[config.mk]
export PLATFORM = sky130hd
export DESIGN_NAME = phyc_ctrl
export DESIGN_NICKNAME = d
export VERILOG_FILES = /design/src/rtl/phyc_pkg.sv /design/src/rtl/phyc_ctrl.sv /design/src/rtl/phyc_srst_seq.sv /design/src/rtl/phyc_adv.sv
export SDC_FILE = /design/constraint.sdc
export NUM_CORES = 1
export LEC_CHECK = 0
export ABC_AREA = 1
export BUFFER_PORTS_ARGS = -buffer_cell sky130_fd_sc_hd__buf_2
export CAP_MARGIN = 40
export CORE_MARGIN = 2
export CORE_UTILIZATION = 57
export CTS_CLUSTER_DIAMETER = 60
export DETAILED_ROUTE_END_ITERATION = 10
export PLACE_DENSITY_LB_ADDON = 0.25
export SLEW_MARGIN = 20
export SYNTH_ARGS = -nofsm -noshare
export SYNTH_HDL_FRONTEND = slang
export SYNTH_SLANG_ARGS = --single-unit
[constraint.sdc]
create_clock -name mclk_in -period 4.1 [get_ports mclk_in]
set_input_delay 0.82 -clock mclk_in [delete_from_list [all_inputs] [get_ports mclk_in]]
set_output_delay 0.82 -clock mclk_in [all_outputs]
set_load 0.02 [all_outputs]
[src/rtl/phyc_pkg.sv]
`default_nettype none
package phyc_pkg;
   localparam int REG_AW = 5;
   localparam int REG_DW = 16;
   localparam int PAGE_W = 8;
   localparam logic [REG_AW-1:0] REG_CTRL = 5'h00;
   localparam logic [REG_AW-1:0] REG_PAGE = 5'h16;
   localparam logic [PAGE_W-1:0] PAGE_COPPER = 8'h00;
   localparam logic [PAGE_W-1:0] PAGE_FIBER = 8'h01;
   localparam logic [PAGE_W-1:0] PAGE_MAC = 8'h02;
   // Bit positions inside the control register of each page
   localparam int B_RST = 15;
   localparam int B_LOOP = 14;
   localparam int B_SPD_LSB = 13;
   localparam int B_ANEN = 12;
   localparam int B_PD = 11;
   localparam int B_ISO = 10;
   localparam int B_RESTART = 9;
   localparam int B_DUP = 8;
   localparam int B_COL = 7;
   localparam int B_SPD_MSB = 6;
   localparam int RSVD_W = 6;
   // Speed codes as {msb, lsb}
   localparam logic [1:0] SPD_10 = 2'h0;
   localparam logic [1:0] SPD_100 = 2'h1;
   localparam logic [1:0] SPD_1000 = 2'h2;
   localparam logic [1:0] SPD_RSVD = 2'h3;
   localparam logic [2:0] MEDIA_FX = 3'h0;
   // Reset values
   localparam logic [1:0] CU_SPD_RST = SPD_1000;
   localparam logic CU_ANEN_RST = 1'b1;
   localparam logic CU_DUP_RST = 1'b1;
   localparam logic FI_ANEN_RST = 1'b1;
   localparam logic FI_DUP_RST = 1'b1;
   localparam logic [1:0] MAC_SPD_RST = SPD_1000;
   // Soft reset duration
   localparam int SRST_TIME_NS = 100;
   localparam int CLK_PERIOD_NS = 5;
   localparam int SRST_CNT_W = 5;
   localparam logic [SRST_CNT_W-1:0] SRST_CYCLES =
      SRST_CNT_W'((SRST_TIME_NS + CLK_PERIOD_NS - 1) / CLK_PERIOD_NS);
   localparam logic [SRST_CNT_W-1:0] SRST_CNT_ONE = 5'h01;
   typedef struct packed {
      logic an_en;
      logic [1:0] speed;
      logic duplex;
   } phyc_mode_s;
   typedef struct packed {
      logic wr;
      logic rd;
      logic [REG_AW-1:0] addr;
      logic [REG_DW-1:0] wdata;
   } phyc_req_s;
   typedef struct packed {
      logic an_run;
      logic [3:0] speed_adv;
      logic adv_1000fd;
      logic adv_1000hd;
   } phyc_adv_s;
endpackage
`default_nettype wire

[src/rtl/phyc_ctrl.sv]
`timescale 1ns/1ps
`default_nettype none
module phyc_ctrl #(
   parameter logic [1:0] MAC_SPD_DEFAULT = phyc_pkg::MAC_SPD_RST // Strap
) (
   input wire logic mclk_in,                   // Device clock
   input wire logic sys_rst_in,                // Synchronous reset, high
   input wire logic clk_en_in,                 // Freezes state when low
   input wire logic reg_wr_in,                 // Register write strobe
   input wire logic reg_rd_in,                 // Register read strobe
   input wire logic [4:0] reg_addr_in,         // Register number in page
   input wire logic [15:0] reg_wdata_in,       // Write data
   output logic [15:0] reg_rdata_out,          // Read data, next cycle
   input wire logic [2:0] media_mode_in,       // MAC-side media mode
   input wire logic mac_keepalive_in,          // Keep MAC side powered in power down
   input wire logic [3:0] adv_speed_in,        // Base speed advertisement
   input wire logic [1:0] adv_1000_in,         // 1000BASE-T advertisement
   input wire logic ser_in,                    // Serial transmit input
   input wire logic line_tx_in,                // Normal serial output data
   output logic ser_out,                       // Serial output data
   output logic link_enable_out,               // Link allowed up
   output logic soft_reset_out,                // State machines held
   output logic an_restart_out,                // Negotiation restart pulse
   output phyc_pkg::phyc_mode_s cu_mode_out,   // Active copper mode
   output logic fi_an_en_out,                  // Active fiber autoneg
   output logic fi_duplex_out,                 // Active fiber duplex
   output logic [1:0] mac_speed_out,           // Active MAC/loop speed
   output logic core_pwrdn_out,                // Core powered down
   output logic mac_pwrdn_out,                 // MAC side powered down
   output phyc_pkg::phyc_adv_s adv_out         // Advertisement to use
);
   typedef struct packed {
      logic [phyc_pkg::PAGE_W-1:0] page;
      phyc_pkg::phyc_mode_s cu_pend;
      phyc_pkg::phyc_mode_s cu_act;
      logic fi_anen_pend;
      logic fi_dup_pend;
      logic fi_anen_act;
      logic fi_dup_act;
      logic [1:0] mac_spd_pend;
      logic [1:0] mac_spd_act;
      logic loop;
      logic pd;
      logic mac_pd;
      logic an_restart;
      logic link_en;
      logic ser;
      logic [phyc_pkg::REG_DW-1:0] rdata;
   } phyc_ctrl_s;

   phyc_ctrl_s st_r;
   phyc_ctrl_s st_nxt;
   phyc_pkg::phyc_req_s req;
   logic srst_busy;
   logic srst_done;
   logic srst_start;
   logic wr_ctrl;
   logic rst_req;
   logic pd_fall;
   logic restart_req;
   logic apply;

   // Control register exists on the first three pages only
   function automatic logic is_ctrl(input logic [4:0] addr,
                                    input logic [7:0] page);
      is_ctrl = (addr == phyc_pkg::REG_CTRL) && (page <= phyc_pkg::PAGE_MAC);
   endfunction

   function automatic logic [1:0] fiber_speed(input logic [2:0] mode);
      fiber_speed = (mode == phyc_pkg::MEDIA_FX) ? phyc_pkg::SPD_100 :
                    phyc_pkg::SPD_1000;
   endfunction

   function automatic logic [15:0] ctrl_word(input phyc_ctrl_s s,
                                             input logic busy,
                                             input logic [2:0] mode);
      logic [15:0] w;
      logic [1:0] fs;
      w = '0;
      fs = fiber_speed(mode);
      // Reset bit reads busy, zero in normal operation
      w[phyc_pkg::B_RST] = busy;
      w[phyc_pkg::B_PD] = s.pd;
      // Isolate and collision test stay zero; low bits zero
      case (s.page)
         phyc_pkg::PAGE_COPPER: begin
            w[phyc_pkg::B_LOOP] = s.loop;
            // Pending values read back at once
            w[phyc_pkg::B_SPD_MSB] = s.cu_pend.speed[1];
            w[phyc_pkg::B_SPD_LSB] = s.cu_pend.speed[0];
            w[phyc_pkg::B_ANEN] = s.cu_pend.an_en;
            w[phyc_pkg::B_DUP] = s.cu_pend.duplex;
         end
         phyc_pkg::PAGE_FIBER: begin
            w[phyc_pkg::B_LOOP] = s.loop;
            w[phyc_pkg::B_SPD_MSB] = fs[1];
            w[phyc_pkg::B_SPD_LSB] = fs[0];
            w[phyc_pkg::B_ANEN] = s.fi_anen_pend &&
                                  (mode != phyc_pkg::MEDIA_FX);
            w[phyc_pkg::B_DUP] = s.fi_dup_pend;
         end
         phyc_pkg::PAGE_MAC: begin
            w[phyc_pkg::B_SPD_MSB] = s.mac_spd_pend[1];
            w[phyc_pkg::B_SPD_LSB] = s.mac_spd_pend[0];
         end
         default: begin
            w = '0;
         end
      endcase
      ctrl_word = w;
   endfunction

   assign req = '{wr: reg_wr_in, rd: reg_rd_in, addr: reg_addr_in,
                  wdata: reg_wdata_in};

   always_comb begin
      st_nxt = st_r;
      // Access decoded within the selected page
      wr_ctrl = req.wr && is_ctrl(req.addr, st_r.page);
      // Reset reachable through any of the three pages
      rst_req = wr_ctrl && req.wdata[phyc_pkg::B_RST];
      // Power-down exit forces reset and restart
      pd_fall = wr_ctrl && st_r.pd && !req.wdata[phyc_pkg::B_PD];
      // Restart acts on the write itself
      restart_req = wr_ctrl && req.wdata[phyc_pkg::B_RESTART] &&
                    (st_r.page != phyc_pkg::PAGE_MAC);
      srst_start = rst_req || pd_fall;
      // Deferred fields take effect only here
      apply = srst_start || restart_req;
      // Page register reachable on every page
      if (req.wr && req.addr == phyc_pkg::REG_PAGE) begin
         st_nxt.page = req.wdata[phyc_pkg::PAGE_W-1:0];
      end
      if (wr_ctrl) begin
         // Power-down bit shared by all three pages
         st_nxt.pd = req.wdata[phyc_pkg::B_PD];
         case (st_r.page)
            phyc_pkg::PAGE_COPPER: begin
               // Loopback shared with the fiber page
               st_nxt.loop = req.wdata[phyc_pkg::B_LOOP];
               // Speed is {bit 6, bit 13}
               st_nxt.cu_pend.speed = {req.wdata[phyc_pkg::B_SPD_MSB],
                                       req.wdata[phyc_pkg::B_SPD_LSB]};
               st_nxt.cu_pend.an_en = req.wdata[phyc_pkg::B_ANEN];
               st_nxt.cu_pend.duplex = req.wdata[phyc_pkg::B_DUP];
            end
            phyc_pkg::PAGE_FIBER: begin
               st_nxt.loop = req.wdata[phyc_pkg::B_LOOP];
               st_nxt.fi_anen_pend = req.wdata[phyc_pkg::B_ANEN];
               st_nxt.fi_dup_pend = req.wdata[phyc_pkg::B_DUP];
            end
            default: begin
               // MAC-side speed set here, fiber bits are fixed
               st_nxt.mac_spd_pend = {req.wdata[phyc_pkg::B_SPD_MSB],
                                      req.wdata[phyc_pkg::B_SPD_LSB]};
            end
         endcase
      end
      // Same-cycle write and trigger applies the new value
      if (apply) begin
         st_nxt.cu_act = st_nxt.cu_pend;
         st_nxt.fi_anen_act = st_nxt.fi_anen_pend &&
                              (media_mode_in != phyc_pkg::MEDIA_FX);
         st_nxt.fi_dup_act = st_nxt.fi_dup_pend;
         st_nxt.mac_spd_act = st_nxt.mac_spd_pend;
      end
      // Restart after any reset or a restart write
      st_nxt.an_restart = restart_req || srst_done;
      st_nxt.mac_pd = st_nxt.pd && !mac_keepalive_in;
      // Loopback turns input around and holds the link down
      st_nxt.ser = st_nxt.loop ? ser_in : line_tx_in;
      st_nxt.link_en = !st_nxt.loop && !st_nxt.pd && !srst_busy;
      if (req.rd) begin
         if (req.addr == phyc_pkg::REG_PAGE) begin
            st_nxt.rdata = {{(phyc_pkg::REG_DW-phyc_pkg::PAGE_W){1'b0}},
                            st_r.page};
         end else if (is_ctrl(req.addr, st_r.page)) begin
            st_nxt.rdata = ctrl_word(st_r, srst_busy, media_mode_in);
            st_nxt.rdata[phyc_pkg::B_RESTART] = st_r.an_restart &&
                                     (st_r.page != phyc_pkg::PAGE_MAC);
         end else begin
            st_nxt.rdata = '0;
         end
      end
   end

   always_ff @(posedge mclk_in) begin
      if (sys_rst_in) begin
         st_r <= '0;
         st_r.cu_pend <= '{an_en: phyc_pkg::CU_ANEN_RST,
                           speed: phyc_pkg::CU_SPD_RST,
                           duplex: phyc_pkg::CU_DUP_RST};
         st_r.cu_act <= '{an_en: phyc_pkg::CU_ANEN_RST,
                          speed: phyc_pkg::CU_SPD_RST,
                          duplex: phyc_pkg::CU_DUP_RST};
         st_r.fi_anen_pend <= phyc_pkg::FI_ANEN_RST;
         st_r.fi_dup_pend <= phyc_pkg::FI_DUP_RST;
         st_r.fi_anen_act <= phyc_pkg::FI_ANEN_RST;
         st_r.fi_dup_act <= phyc_pkg::FI_DUP_RST;
         st_r.mac_spd_pend <= MAC_SPD_DEFAULT;
         st_r.mac_spd_act <= MAC_SPD_DEFAULT;
         // Negotiation restarts right after a hardware reset
         st_r.an_restart <= 1'b1;
      end else if (clk_en_in) begin
         st_r <= st_nxt;
      end
   end

   phyc_srst_seq u_srst (
      .mclk_in(mclk_in),
      .sys_rst_in(sys_rst_in),
      .clk_en_in(clk_en_in),
      .start_in(srst_start),
      .busy_out(srst_busy),
      .done_out(srst_done)
   );

   phyc_adv u_adv (
      .mclk_in(mclk_in),
      .sys_rst_in(sys_rst_in),
      .clk_en_in(clk_en_in),
      .mode_in(st_r.cu_act),
      .adv_speed_in(adv_speed_in),
      .adv_1000_in(adv_1000_in),
      .adv_out(adv_out)
   );

   assign reg_rdata_out = st_r.rdata;
   assign ser_out = st_r.ser;
   assign link_enable_out = st_r.link_en;
   assign soft_reset_out = srst_busy;
   assign an_restart_out = st_r.an_restart;
   assign cu_mode_out = st_r.cu_act;
   assign fi_an_en_out = st_r.fi_anen_act;
   assign fi_duplex_out = st_r.fi_dup_act;
   assign mac_speed_out = st_r.mac_spd_act;
   assign core_pwrdn_out = st_r.pd;
   assign mac_pwrdn_out = st_r.mac_pd;

   chk_srst_any_page: assert property (@(posedge mclk_in)
      disable iff (sys_rst_in)
      (clk_en_in && wr_ctrl && req.wdata[phyc_pkg::B_RST])
      |=> soft_reset_out && (an_restart_out == $past(restart_req)))
      else $error("reset write did not start soft reset");
   chk_loop_route: assert property (@(posedge mclk_in)
      disable iff (sys_rst_in)
      (clk_en_in && st_nxt.loop) |=> ser_out == $past(ser_in)
      && !link_enable_out)
      else $error("loopback data or link drop wrong");
   chk_update_defer: assert property (@(posedge mclk_in)
      disable iff (sys_rst_in)
      (clk_en_in && wr_ctrl && !apply) |=> $stable(cu_mode_out)
      && $stable(mac_speed_out))
      else $error("deferred field took effect early");
   chk_pd_exit: assert property (@(posedge mclk_in)
      disable iff (sys_rst_in)
      (clk_en_in && pd_fall) |=> soft_reset_out ##[1:25] an_restart_out)
      else $error("power-down exit did not reset and restart");
   chk_mac_pwrdn: assert property (@(posedge mclk_in)
      disable iff (sys_rst_in)
      clk_en_in |=> mac_pwrdn_out ==
      (core_pwrdn_out && !$past(mac_keepalive_in)))
      else $error("MAC side power down wrong");
   chk_rsvd_zero: assert property (@(posedge mclk_in)
      disable iff (sys_rst_in)
      (clk_en_in && req.rd && is_ctrl(req.addr, st_r.page))
      |=> reg_rdata_out[phyc_pkg::RSVD_W-1:0] == '0
      && !reg_rdata_out[phyc_pkg::B_ISO] && !reg_rdata_out[phyc_pkg::B_COL])
      else $error("reserved or no-effect bits not zero");
   chk_fiber_speed: assert property (@(posedge mclk_in)
      disable iff (sys_rst_in)
      (clk_en_in && req.rd && req.addr == phyc_pkg::REG_CTRL
      && st_r.page == phyc_pkg::PAGE_FIBER)
      |=> {reg_rdata_out[phyc_pkg::B_SPD_MSB],
      reg_rdata_out[phyc_pkg::B_SPD_LSB]} ==
      fiber_speed($past(media_mode_in)))
      else $error("fiber speed bits wrong");
   chk_page_read: assert property (@(posedge mclk_in)
      disable iff (sys_rst_in)
      (clk_en_in && req.wr && req.addr == phyc_pkg::REG_PAGE) ##1
      (clk_en_in && req.rd && req.addr == phyc_pkg::REG_PAGE && !req.wr)
      |=> reg_rdata_out[phyc_pkg::PAGE_W-1:0] ==
      $past(reg_wdata_in[phyc_pkg::PAGE_W-1:0], 2))
      else $error("page register read back wrong");
   chk_restart_once: assert property (@(posedge mclk_in)
      disable iff (sys_rst_in)
      (clk_en_in && an_restart_out && !restart_req && !srst_done)
      |=> !an_restart_out)
      else $error("restart pulse did not clear itself");
   chk_hw_restart: assert property (@(posedge mclk_in)
      $fell(sys_rst_in) |-> an_restart_out)
      else $error("no negotiation restart after hardware reset");
   chk_pd_link: assert property (@(posedge mclk_in)
      disable iff (sys_rst_in)
      (clk_en_in && st_nxt.pd) |=> core_pwrdn_out && !link_enable_out)
      else $error("power down did not hold the link off");
   chk_unmapped_zero: assert property (@(posedge mclk_in)
      disable iff (sys_rst_in)
      (clk_en_in && req.rd && req.addr != phyc_pkg::REG_PAGE
      && !is_ctrl(req.addr, st_r.page)) |=> reg_rdata_out == '0)
      else $error("unmapped register did not read zero");
endmodule
`default_nettype wire

[src/rtl/phyc_srst_seq.sv]
`timescale 1ns/1ps
`default_nettype none
module phyc_srst_seq (
   input wire logic mclk_in,   // Device clock
   input wire logic sys_rst_in, // Synchronous reset, high
   input wire logic clk_en_in, // Freezes state when low
   input wire logic start_in,  // Begin or extend soft reset
   output logic busy_out,      // Soft reset in progress
   output logic done_out       // One cycle when reset ends
);
   typedef enum logic {PHYC_IDLE, PHYC_RUN} phyc_seq_e;
   typedef struct packed {
      phyc_seq_e state;
      logic [phyc_pkg::SRST_CNT_W-1:0] cnt;
      logic busy;
      logic done;
   } phyc_seq_s;
   phyc_seq_s st_r;
   phyc_seq_s st_nxt;

   always_comb begin
      st_nxt = st_r;
      st_nxt.done = 1'b0;
      case (st_r.state)
         PHYC_IDLE: begin
            if (start_in) begin
               st_nxt.state = PHYC_RUN;
               st_nxt.cnt = phyc_pkg::SRST_CYCLES;
               st_nxt.busy = 1'b1;
            end
         end
         PHYC_RUN: begin
            if (start_in) begin
               st_nxt.cnt = phyc_pkg::SRST_CYCLES;
            end else if (st_r.cnt == phyc_pkg::SRST_CNT_ONE) begin
               st_nxt.state = PHYC_IDLE;
               st_nxt.busy = 1'b0;
               st_nxt.done = 1'b1;
            end else begin
               st_nxt.cnt = st_r.cnt - phyc_pkg::SRST_CNT_ONE;
            end
         end
         default: begin
            st_nxt.state = PHYC_IDLE;
            st_nxt.busy = 1'b0;
         end
      endcase
   end

   always_ff @(posedge mclk_in) begin
      if (sys_rst_in) begin
         st_r <= '0;
      end else if (clk_en_in) begin
         st_r <= st_nxt;
      end
   end

   assign busy_out = st_r.busy;
   assign done_out = st_r.done;

   chk_srst_self_clear: assert property (@(posedge mclk_in)
      disable iff (sys_rst_in)
      (clk_en_in && start_in) |=> busy_out ##[1:25] !busy_out)
      else $error("soft reset did not clear itself");
endmodule
`default_nettype wire

[src/rtl/phyc_adv.sv]
`timescale 1ns/1ps
`default_nettype none
module phyc_adv (
   input wire logic mclk_in,                 // Device clock
   input wire logic sys_rst_in,              // Synchronous reset, high
   input wire logic clk_en_in,               // Freezes state when low
   input wire phyc_pkg::phyc_mode_s mode_in, // Active copper mode
   input wire logic [3:0] adv_speed_in,      // Base speed advertisement
   input wire logic [1:0] adv_1000_in,       // 1000BASE-T fd, hd
   output phyc_pkg::phyc_adv_s adv_out       // Advertisement to use
);
   phyc_pkg::phyc_adv_s st_r;
   phyc_pkg::phyc_adv_s st_nxt;
   logic forced_1000;

   always_comb begin
      forced_1000 = !mode_in.an_en && (mode_in.speed == phyc_pkg::SPD_1000);
      st_nxt.an_run = mode_in.an_en;
      st_nxt.speed_adv = adv_speed_in;
      st_nxt.adv_1000fd = adv_1000_in[1];
      st_nxt.adv_1000hd = adv_1000_in[0];
      if (forced_1000) begin
         st_nxt.an_run = 1'b1;
         st_nxt.adv_1000fd = mode_in.duplex;
         st_nxt.adv_1000hd = !mode_in.duplex;
         st_nxt.speed_adv = 4'h0;
      end
   end

   always_ff @(posedge mclk_in) begin
      if (sys_rst_in) begin
         st_r <= '0;
      end else if (clk_en_in) begin
         st_r <= st_nxt;
      end
   end

   assign adv_out = st_r;

   chk_forced_adv: assert property (@(posedge mclk_in)
      disable iff (sys_rst_in)
      (clk_en_in && !mode_in.an_en && mode_in.speed == phyc_pkg::SPD_1000)
      |=> adv_out.an_run && (adv_out.adv_1000fd == $past(mode_in.duplex))
      && (adv_out.adv_1000hd != adv_out.adv_1000fd))
      else $error("forced 1000 advertisement wrong");
   chk_adv_ignored: assert property (@(posedge mclk_in)
      disable iff (sys_rst_in)
      (clk_en_in && !mode_in.an_en && mode_in.speed == phyc_pkg::SPD_1000
      && adv_speed_in != 4'h0) |=> adv_out.speed_adv == 4'h0)
      else $error("speed fields not ignored in forced 1000");
endmodule
`default_nettype wire

==> results of run 1 <==
state kept, by name (all words and copies together), names as in the netlist:
register and cells:
st_r 17, reg_rdata_out 15, u_adv.adv_out 7, u_srst.st_r 6, cu_mode_out 4, mac_speed_out 2, an_restart_out 1, core_pwrdn_out 1
fi_an_en_out 1, fi_duplex_out 1, link_enable_out 1, mac_pwrdn_out 1, ser_out 1, u_srst.busy_out 1, u_srst.done_out 1
cell usage in the layout (no fill, tap or decap), types with 2 or more instances in the layout:
cell / instances
a21oi_1: 38
buf_2: 72
bufinv_16: 4
clkbuf_8: 10
clkinv_2: 2
clkinvlp_4: 2
dfxtp_1: 60
ha_1: 2
inv_1: 40
inv_2: 3
nand2_1: 102
nand2_2: 5
nand2_4: 2
nand3_1: 23
nand4_1: 4
nor2_1: 40
nor2_2: 2
nor2_4: 2
nor3_1: 3
nor3_2: 2
o211ai_1: 10
o21ai_0: 35
o21ai_1: 5
o22ai_1: 2
worst max path at each step:
stage | from | endpoint | slack [ns] | cells after the start
after floorplan | reg_addr_in[3] | fi_an_en_out$_SDFFE_PP1P_ | 2.08 | 7
after global routing | clk_en_in | st_r[40]$_SDFFE_PP0P_ | 1.48 | 7
after detailed placement | clk_en_in | st_r[40]$_SDFFE_PP0P_ | 1.38 | 7
after CTS | clk_en_in | st_r[40]$_SDFFE_PP0P_ | 1.76 | 7
final | clk_en_in | st_r[40]$_SDFFE_PP0P_ | 1.75 | 7
after global placement | clk_en_in | st_r[39]$_SDFFE_PP0P_ | 1.40 | 7
cells by family (layout without fill, tap and decap cells):
family | Yosys count | count (layout)
AOI/OAI and AO/OA | 93 | 93
xor gates and xnor gates | 2 | 2
adders and majority gates | 2 | 2
buffers and inverters | 82 | 136
DFF | 60 | 60
other | 1 | 1
and+or+nand+nor | 190 | 190
cell usage after synthesis, types with 2 or more instances:
cell type and number:
nand2_1 102, dfxtp_1 60, inv_1 40, nor2_1 40, a21oi_1 38, o21ai_0 35, buf_4 23, nand3_1 23
o211ai_1 10, clkbuf_1 8, nand2_2 5, o21ai_1 5, nand4_1 4, inv_2 3, nor3_1 3, buf_1 2
buf_2 2, clkinv_2 2, ha_1 2, nand2_4 2, nor2_2 2, nor2_4 2, nor3_2 2, o22ai_1 2
worst reg2reg max path, stage by stage, from the launching register on:
cell	delay, ns
dfxtp_1	0.34
nor2_2	0.12
nand2_2	0.10
clkinv_2	0.09
nand2_2	0.10
nand2_4	0.11
nand3_4	0.12
o21ai_4	0.29
nand2_4	0.15
a21oi_1	0.15
nand2_1	0.06
cell type report:
| cell class | count | area [µm²] | area share [%] |
|---|---|---|---|
| Multi-Input combinational cell | 288 | 1420 | 39.9 |
| Sequential cell | 60 | 1200 | 33.9 |
| Timing Repair Buffer | 74 | 395 | 11.1 |
| Inverter | 46 | 175 | 4.94 |
| Clock buffer | 10 | 138 | 3.88 |
| Clock inverter | 6 | 135 | 3.81 |
| Tap cell | 70 | 87.6 | 2.47 |
layer usage:
| metal | track usage (%) | vias up |
|---|---|---|
| li1 | - | 1475 |
| met1 | 31.9 | 1188 |
| met2 | 37.2 | 89 |
| met3 | 5.18 | 15 |
| met4 | 12.4 | 0 |
| met5 | 0 | - |
power groups by stage:
| stage | Combinational (mW) | Clock, mW | Sequential [mW] |
|---|---|---|---|
| 4_1_cts | 0.138 | 0.729 | 0.612 |
| 2_1_floorplan | 0.0878 | 0 | 0.632 |
| 5_1_grt | 0.155 | 0.752 | 0.614 |
| 3_3_place_gp | 0.132 | 0 | 0.624 |
| 3_5_place_dp | 0.138 | 0 | 0.625 |
| 6_report | 0.138 | 0.720 | 0.612 |
through the flow:
step	utilization, %	std cells
CTS	69.5	554
global placement	63.6	537
floorplan	-	430
finish	69.5	554
detailed placement	64.1	538
global route	69.5	554
==> impl_results.md, run 1 <==
* Worst setup margin at 1.75 ns
* Clk buf depth at 2
* Hold violation count in the final report at 0
* Hold_buf cts at 0
* Startpoint types: input pin
* Status: completed
* Largest net degree at the start of global routing at 45
* Sequential share of power at 41.6%
* Filler Cells Inserted at 476
* Switching Share at 22.9%
* Height of the die at 76.8 µm
* Min Hold Slack at 0.464 ns
* Reg-to-Reg End: fi_an_en_out$_SDFFE_PP1P_
* R2R setup slack at 2.36 ns
* Worst r2r path cells at 10
* RSZ-0062 raised after global routing: no
* CTS tree: built
* NumNets Final at 519
* Global route overflow at 0
* HP Start: reg_rdata_out[11]$_SDFFE_PP0P_
* Antenna violations before repair at 0
* Routed wl met2 at 2.87 mm
* Worst Hold Class: register to register
* Pre-CTS WS at 1.38 ns
* Least-Margin Pin Slew at 0.566 ns
* Final setup fails at 0
* Area delta synth->final at 17.3%
* Clock Skews at 0.00515 ns
* Placed cell area at 3270 µm²
* Worst path bufs/invs at 4
* Worst-path clk slew at 0.07 ns
* Critical path endpoint category: register
* R2R Path Start: st_r[45]$_SDFFE_PP0P_
* Mapped Nets at 470
* Tcrit/Tclk final at 57.3%
* Worst vdd rail ir drop at 0.363 mV
* Largest family of logic cells by synthesized area: simple AND/OR/NAND/NOR gates
* Highest metal used: met4
* DRT Pass-1 Iters at 4
* Synth Instances at 430
* # resized after CTS at 0
* Final HPWL DP at 4.66 mm
* Synth warn at 0
* CP cell instances: buf_2, buf_4, clkinv_1, nor3_2, inv_1, o21ai_0, a21oi_1
* Static Leak at 1.72 nW
* Max cap viols at 0
* Die width at 76.8 µm
* Logic gate share of total power at 9.4%
* Crit path largest cell delay at 0.41 ns
* Worst EP required at 4.32 ns
* Slew Viols, Final at 0
* ANT cells at 0
* Synth Cell Area at 3020 µm²
* Biggest area consumer among synthesized cells: dfxtp_1
* EDFF count, synth at 0
* Worst rel slew slack at 62.2%
* Via count at 2,767
* Syn avg cell area at 7.03 µm²
* Register bit total from synthesis at 60
* Top-area cell type share of the netlist area at 39.7%
* Starting Density at 59.2%
* Worst skew pair latency at 0.34 ns
* Synth async-reset ratio at 0%
* Fmax at 426 MHz
* Residual DRC at 0
* Vias in the first global route at 2,504
* Power Total at 1.47 mW
* Sequential-to-total area share from yosys stat at 39.7%
* Final min period at 2.35 ns
* Crit path max-delay family: buffers and inverters
* Compound-Gate Fraction of Synth Area at 16.8%
* CTS H-Tree Depth at 3
* Drt wl/cell at 11.8 µm
* Share of cells above drive strength 1 at 23.3%
* Placer Congestion at 0.905
* Setup TNS at 0 ns
* CP max FO at 44
* Die Area at 5900 µm²
* Synth Area in XOR/XNOR at 0.579%
* Post-CTS Setup Repair Bufs at 0
* Worst Hold End: reg_rdata_out[11]$_SDFFE_PP0P_
* Clock sinks at 60
* Final Cell Area at 3550 µm²
* CTS buffer count at 9
* Simple-gate share of the synthesized area at 28.4%
* First-pass GRT wire length at 11.4 mm
* I/O Buffers at 72
* Clock Power Share at 49.0%
* Crit path DAT at 2.57 ns
* Clock root cell: clkbuf_8
* # rows at 26
* Final wirelength at 6.53 mm
* IO Pins at 75
* Switching pwr at 336 µW
* Worst hold path depth at 2
* Area contributors post-synth: dfxtp_1, nand2_1, a21oi_1, o21ai_0, buf_4
* Wire length on met1 at 3.07 mm
* Vias/cell at 4.99
* Power density cells at 414 nW/µm²
* Critical Path Slowest Stage Cell: clkinv_1
* Cell variety after synth at 37
* Adder-Cell Fraction of Synth Area at 0.828%
* Gr usage total at 24.2%
* Post-synthesis mux area share at 0%
* Met3 WL at 440 µm
* Core ar. at 5110 µm²
* DR iter-0 viols at 191
* Detail Route Antenna Nets at 0
* Cell internal pwr at 1.13 mW
* Kind of critical path: input pin to register
* Ys flop type: dfxtp_1
Note: power is estimated with default switching activity, not from simulation.
==> run 2: changes to the inputs <==
--- a/config.mk
+++ b/config.mk
@@ -9,7 +9,7 @@
 export BUFFER_PORTS_ARGS = -buffer_cell sky130_fd_sc_hd__buf_2
 export CAP_MARGIN = 40
 export CORE_MARGIN = 2
-export CORE_UTILIZATION = 57
+export CORE_UTILIZATION = 48
 export CTS_CLUSTER_DIAMETER = 60
 export DETAILED_ROUTE_END_ITERATION = 10
 export PLACE_DENSITY_LB_ADDON = 0.25
==> constraint.sdc (replaced) <==
create_clock -name mclk_in -period 1.95 [get_ports mclk_in]
set_input_delay 0.39 -clock mclk_in [delete_from_list [all_inputs] [get_ports mclk_in]]
set_output_delay 0.39 -clock mclk_in [all_outputs]
set_load 0.02 [all_outputs]
==> run 2 against run 1 <==
Cell count rose by 1.8%. Sequential power rose by 110%. Design area did not move. Flip-flop and latch count did not move. Combinational power rose by 110%. Critical path depth rose by 3.
==> impl_results.md, run 2 (synthesis gave the netlist of run 1 again) <==
* Status: completed
* Min Hold Slack at 0.265 ns (-0.198 ns)
* Worst setup margin at 0.244 ns (-1.51 ns)
* Starting Density at 50.5% (-8.7 points)
* Drt wl/cell at 12.3 µm (+4.0%)
* Clock Skews at 0.0103 ns (+0.00519 ns)
* Commonest non-fill, non-tap cell in the layout: nand2_1
* DR iter-0 viols at 157 (-18%)
* Area delta synth->final at 17.3% (unchanged)
* DRT Pass-1 Iters at 4 (unchanged)
* CTS tree: built
* Power density cells at 837 nW/µm² (+100%)
* Worst Hold Class: input pin to register
* NumNets Final at 524 (+0.96%)
* Clock root cell: clkbuf_8
* Worst hold path depth at 3 (+1)
* R2R setup slack at 0.24 ns (-2.12 ns)
* Met3 WL at 378 µm (-14%)
* Pre-CTS WS at 0.0385 ns (-1.34 ns)
* Slew Viols, Final at 0 (unchanged)
* Die Area at 6950 µm² (+18%)
* Routed wl met2 at 3.14 mm (+9.4%)
* Gr usage total at 20.3% (-3.9 points)
* Worst EP required at 2.19 ns (-2.13 ns)
* Vias/cell at 5.03 (+0.71%)
* Filler Cells Inserted at 582 (+22%)
* Worst-path clk slew at 0.07 ns (about the same)
* CTS H-Tree Depth at 3 (unchanged)
* Final wirelength at 6.92 mm (+5.9%)
* IO Pins at 75 (unchanged)
* Clk buf depth at 2 (unchanged)
* Antenna violations before repair at 0 (unchanged)
* Kind of critical path: register to register
* Clock sinks at 60 (unchanged)
* Max cap viols at 0 (unchanged)
* Worst skew pair latency at 0.34 ns (about the same)
* Residual DRC at 0 (unchanged)
* Vias in the first global route at 2,606 (+4.1%)
* Worst vdd rail ir drop at 0.510 mV (+41%)
* Fmax at 586 MHz
* Most frequent cells in the layout: nand2_1, buf_2, dfxtp_1
* Setup TNS at 0 ns (unchanged)
* Wire length on met1 at 3.25 mm (+5.8%)
* Post-CTS Setup Repair Bufs at 0 (unchanged)
* Final HPWL DP at 4.96 mm (+6.5%)
* Hold_buf cts at 0 (unchanged)
* Placer Congestion at 0.818 (-9.6%)
* I/O Buffers at 72 (unchanged)
* Final min period at 1.71 ns
* # resized after CTS at 0 (unchanged)
* ANT cells at 0 (unchanged)
* Largest net degree at the start of global routing at 39 (-13%)
* Core ar. at 5990 µm² (+17%)
* Placed cell area at 3300 µm² (+0.73%)
* RSZ-0062 raised after global routing: no
* Reg with most FFs: st_r
* Startpoint types: register
* Share of cells above drive strength 1 at 24.1% (+0.78 points)
* Detail Route Antenna Nets at 0 (unchanged)
* Die width at 83.4 µm (+8.5%)
* Static Leak at 1.73 nW (+0.58%)
* Height of the die at 83.4 µm (+8.5%)
* Max reg flops at 17 (unchanged)
* # rows at 28 (+7.7%)
* Via count at 2,837 (+2.5%)
* Final setup fails at 0 (unchanged)
* Final Cell Area at 3550 µm² (unchanged)
* CP max FO at 7 (-84%)
* Crit path DAT at 1.94 ns (-0.63 ns)
* CTS buffer count at 9 (unchanged)
* First-pass GRT wire length at 11.5 mm (+1.2%)
* Global route overflow at 0 (unchanged)
* Worst r2r path cells at 10 (unchanged)
* Highest metal used: met4
* Hold violation count in the final report at 0 (unchanged)
* Critical path endpoint category: register
* Tcrit/Tclk final at 87.5%
[run 2: cell types whose count changed in the layout (fill, tap and decap cells not counted)]
cell	change
buf_4	+6
clkinvlp_4	-1
buf_16	-1
bufinv_16	-1
clkinv_2	+1
clkinv_4	+1
[run 2: path summary, 6_finish.rpt]
path                                    end                           start
max             u_srst.st_r[2]$_SDFFE_PP0P_           st_r[42]$_SDFFE_PP0P_
min reg2reg  reg_rdata_out[15]$_SDFFE_PP0P_  reg_rdata_out[15]$_SDFFE_PP0P_
min                   st_r[42]$_SDFFE_PP0P_                 reg_wdata_in[4]
max reg2reg     u_srst.st_r[2]$_SDFFE_PP0P_           st_r[42]$_SDFFE_PP0P_
[run 2: through the flow]
| step | instances | utilization [%] | power [mW] |
|---|---|---|---|
| after floorplan | 430 | - | 1.51 |
| after CTS | 564 | 59.2 | 2.98 |
| after detailed placement | 548 | 55.1 | 1.60 |
| after global placement | 548 | 55.1 | 1.60 |
| final | 564 | 59.2 | 2.97 |
| after global routing | 564 | 59.2 | 3.07 |
[run 2: report_power, final]
part | switching, mW | internal [mW] | total, mW
Clock | 0.505 | 0.883 | 1.39
Sequential | 0.0208 | 1.26 | 1.29
Combinational | 0.187 | 0.107 | 0.293
Total | 0.713 | 2.25 | 2.97
[run 2: layer usage]
| metal | up-vias | global-route usage (%) |
|---|---|---|
| li1 | 1474 | - |
| met1 | 1271 | 25.4 |
| met2 | 78 | 32.6 |
| met3 | 14 | 4.77 |
| met4 | 0 | 10.1 |
| met5 | - | 0 |
[run 2: layout make-up]
cell class / count / area (µm²) / area share, %
multi-input combinational: 288 / 1420 / 39.9
sequential: 60 / 1200 / 33.9
tap: 75 / 93.8 / 2.65
clock inverter: 6 / 111 / 3.14
clock buffer: 10 / 138 / 3.88
timing repair buffer: 79 / 413 / 11.6
inverter: 46 / 175 / 4.94
[run 2: critical path, stage by stage (launching register included)]
cell      delay (ns)
dfxtp_1         0.33
nor2_2          0.12
nand2_2         0.11
clkinv_2        0.09
nand2_2         0.11
nand2_4         0.12
nand4_2         0.20
nand2_1         0.14
nand2_2         0.12
o21ai_0         0.21
nor2_1          0.05
==> run 3: changes to the inputs <==
--- a/config.mk
+++ b/config.mk
@@ -6,7 +6,7 @@
 export NUM_CORES = 1
 export LEC_CHECK = 0
 export ABC_AREA = 1
-export BUFFER_PORTS_ARGS = -buffer_cell sky130_fd_sc_hd__buf_2
+export BUFFER_PORTS_ARGS = -buffer_cell sky130_fd_sc_hd__clkbuf_2
 export CAP_MARGIN = 40
 export CORE_MARGIN = 2
 export CORE_UTILIZATION = 48
==> run 3 against run 2 <==
Flip-flop and latch count did not move. Design area fell by 0.78%. Clock power is 13% lower. First-iteration DRC count fell by 31%. Total power down 5.9%. Cell count unchanged. Sequential share of layout area rose by 0.26 points. Combinational power hardly changed. Largest cell class unchanged. Via count is 1.3% lower.
==> impl_results.md, run 3 (synthesis gave the netlist of run 1 again) <==
* Via count at 2,800 (-1.3%)
* R2R Path Start: st_r[40]$_SDFFE_PP0P_
* RSZ-0062 raised after global routing: no
* Drt wl/cell at 11.9 µm (-2.9%)
* DR iter-0 viols at 109 (-31%)
* Worst-path clk slew at 0.07 ns (about the same)
* ANT cells at 0 (unchanged)
* CTS tree: built
* Clock root cell: clkbuf_8
* Final min period at 1.67 ns (-0.0353 ns)
* Reg-to-Reg End: st_r[25]$_SDFFE_PP1P_
* Post-CTS Setup Repair Bufs at 0 (unchanged)
* Die width at 83.4 µm (unchanged)
* Most frequent cells in the layout: nand2_1, clkbuf_2, dfxtp_1
* Area delta synth->final at 16.4%
* Hold_buf cts at 0 (unchanged)
* Starting Density at 50.5% (unchanged)
* Final wirelength at 6.72 mm (-2.9%)
* Worst EP required at 2.22 ns (+0.03 ns)
* Largest net degree at the start of global routing at 42 (+7.7%)
* Vias in the first global route at 2,681 (+2.9%)
* First-pass GRT wire length at 11.9 mm (+3.2%)
* Worst hold path depth at 3 (unchanged)
* Hold violation count in the final report at 0 (unchanged)
* Power density cells at 793 nW/µm² (-5.2%)
* Reg with most FFs: st_r
* Die Area at 6950 µm² (unchanged)
* Residual DRC at 0 (unchanged)
* Kind of critical path: register to register
* Worst skew pair latency at 0.35 ns (about the same)
* DRT Pass-1 Iters at 4 (unchanged)
* Placed cell area at 3300 µm² (unchanged)
* Vias/cell at 4.96 (-1.3%)
* Share of cells above drive strength 1 at 24.1% (unchanged)
* Filler Cells Inserted at 612 (+5.2%)
* I/O Buffers at 72 (unchanged)
* Tcrit/Tclk final at 85.7% (-1.8 points)
* Worst vdd rail ir drop at 0.496 mV (-2.6%)
* Setup TNS at 0 ns (unchanged)
* Final Cell Area at 3520 µm² (-0.78%)
* NumNets Final at 524 (unchanged)
* Antenna violations before repair at 0 (unchanged)
* Startpoint types: register
* CTS H-Tree Depth at 3 (unchanged)
* Placer Congestion at 0.811 (-0.88%)
* Final HPWL DP at 4.95 mm (-0.33%)
* Detail Route Antenna Nets at 0 (unchanged)
* R2R setup slack at 0.28 ns (+0.04 ns)
* CTS buffer count at 9 (unchanged)
* Fmax at 599 MHz (+2.1%)
* Clock Skews at 0.00830 ns (-0.00204 ns)
* Worst Hold End: u_adv.adv_out[2]$_SDFFE_PP0P_
* IO Pins at 75 (unchanged)
* Core ar. at 5990 µm² (unchanged)
* Clk buf depth at 2 (unchanged)
* Max cap viols at 0 (unchanged)
* Critical path endpoint category: register
* Status: completed
* Height of the die at 83.4 µm (unchanged)
* CP max FO at 13 (+6)
* Slew Viols, Final at 0 (unchanged)
* Gr usage total at 20.8% (+0.53 points)
* # rows at 28 (unchanged)
* # resized after CTS at 0 (unchanged)
* Clock sinks at 60 (unchanged)
* Final setup fails at 0 (unchanged)
* Commonest non-fill, non-tap cell in the layout: nand2_1
* Crit path DAT at 1.94 ns (about the same)
* Worst r2r path cells at 11 (+1)
* Worst Hold Class: input pin to register
* HP Start: adv_speed_in[0]
* Max reg flops at 17 (unchanged)
* Global route overflow at 0 (unchanged)
* Static Leak at 1.71 nW (-0.86%)
run 3: changes by cell type in the layout (fill, tap and decap cells not counted):
cell / delta
clkbuf_8: +3
clkinv_4: -1
buf_2: -72
bufinv_16: -2
clkbuf_2: +72
run 3: area by class of cell:
class                      count  area (µm²)  share of cell area [%]
inverter                      46         175                    4.98
timing repair buffer          79         413                    11.7
clock inverter                 3        42.5                    1.21
sequential                    60        1200                    34.1
clock buffer                  13         179                    5.08
multi-input combinational    288        1420                    40.2
tap                           75        93.8                    2.67
run 3: stage by stage:
| stage | cells | power [mW] | util [%] | hold WS, ns | setup slack [ns] |
|---|---|---|---|---|---|
| 6_report | 564 | 2.79 | 58.8 | 0.263 | 0.279 |
| 5_1_grt | 564 | 2.92 | 58.8 | 0.268 | 0.0287 |
| 4_1_cts | 564 | 2.81 | 58.8 | 0.254 | 0.272 |
| 3_5_place_dp | 548 | 1.61 | 55.1 | 0.455 | 0.110 |
| 3_3_place_gp | 548 | 1.60 | 55.1 | 0.453 | 0.123 |
| 2_1_floorplan | 430 | 1.51 | - | 0.443 | 0.364 |
run 3: per-layer routing:
metal,vias to the layer above,part of all wire [%],track usage [%]
li1,1476,-,-
met1,1241,49,27.0
met2,71,44,33.0
met3,12,5.7,5.96
met4,0,1.8,7.45
met5,-,0,0
run 3: how the worst max path moves through the flow:
stage,startpoint,endpoint,cells after the start
4_1_cts,st_r[40]$_SDFFE_PP0P_,u_srst.st_r[3]$_SDFFE_PP0P_,10
3_3_place_gp,reg_addr_in[3],u_srst.st_r[3]$_SDFFE_PP0P_,8
2_1_floorplan,reg_addr_in[3],fi_an_en_out$_SDFFE_PP1P_,7
3_5_place_dp,reg_addr_in[3],u_srst.st_r[3]$_SDFFE_PP0P_,8
5_1_grt,st_r[40]$_SDFFE_PP0P_,u_srst.st_r[5]$_SDFFE_PP0P_,11
6_report,st_r[40]$_SDFFE_PP0P_,st_r[25]$_SDFFE_PP1P_,11
run 3: report_power, final:
part           leakage (nW)  switching (mW)  total, mW  internal [mW]
registers             0.490          0.0220       1.29           1.27
clock network         0.112           0.485       1.21          0.727
logic                  1.11           0.186      0.292          0.106
total                  1.71           0.693       2.79           2.10
run 3: worst max-delay path, stage by stage, from the launching register on:
cell,delay (ns)
dfxtp_1,0.35
inv_1,0.08
nand2_1,0.07
nor2_1,0.13
nand2_2,0.14
nand2_4,0.12
nand3_4,0.13
inv_2,0.22
nand2_1,0.07
o21ai_1,0.12
nand2_1,0.08
o211ai_1,0.09
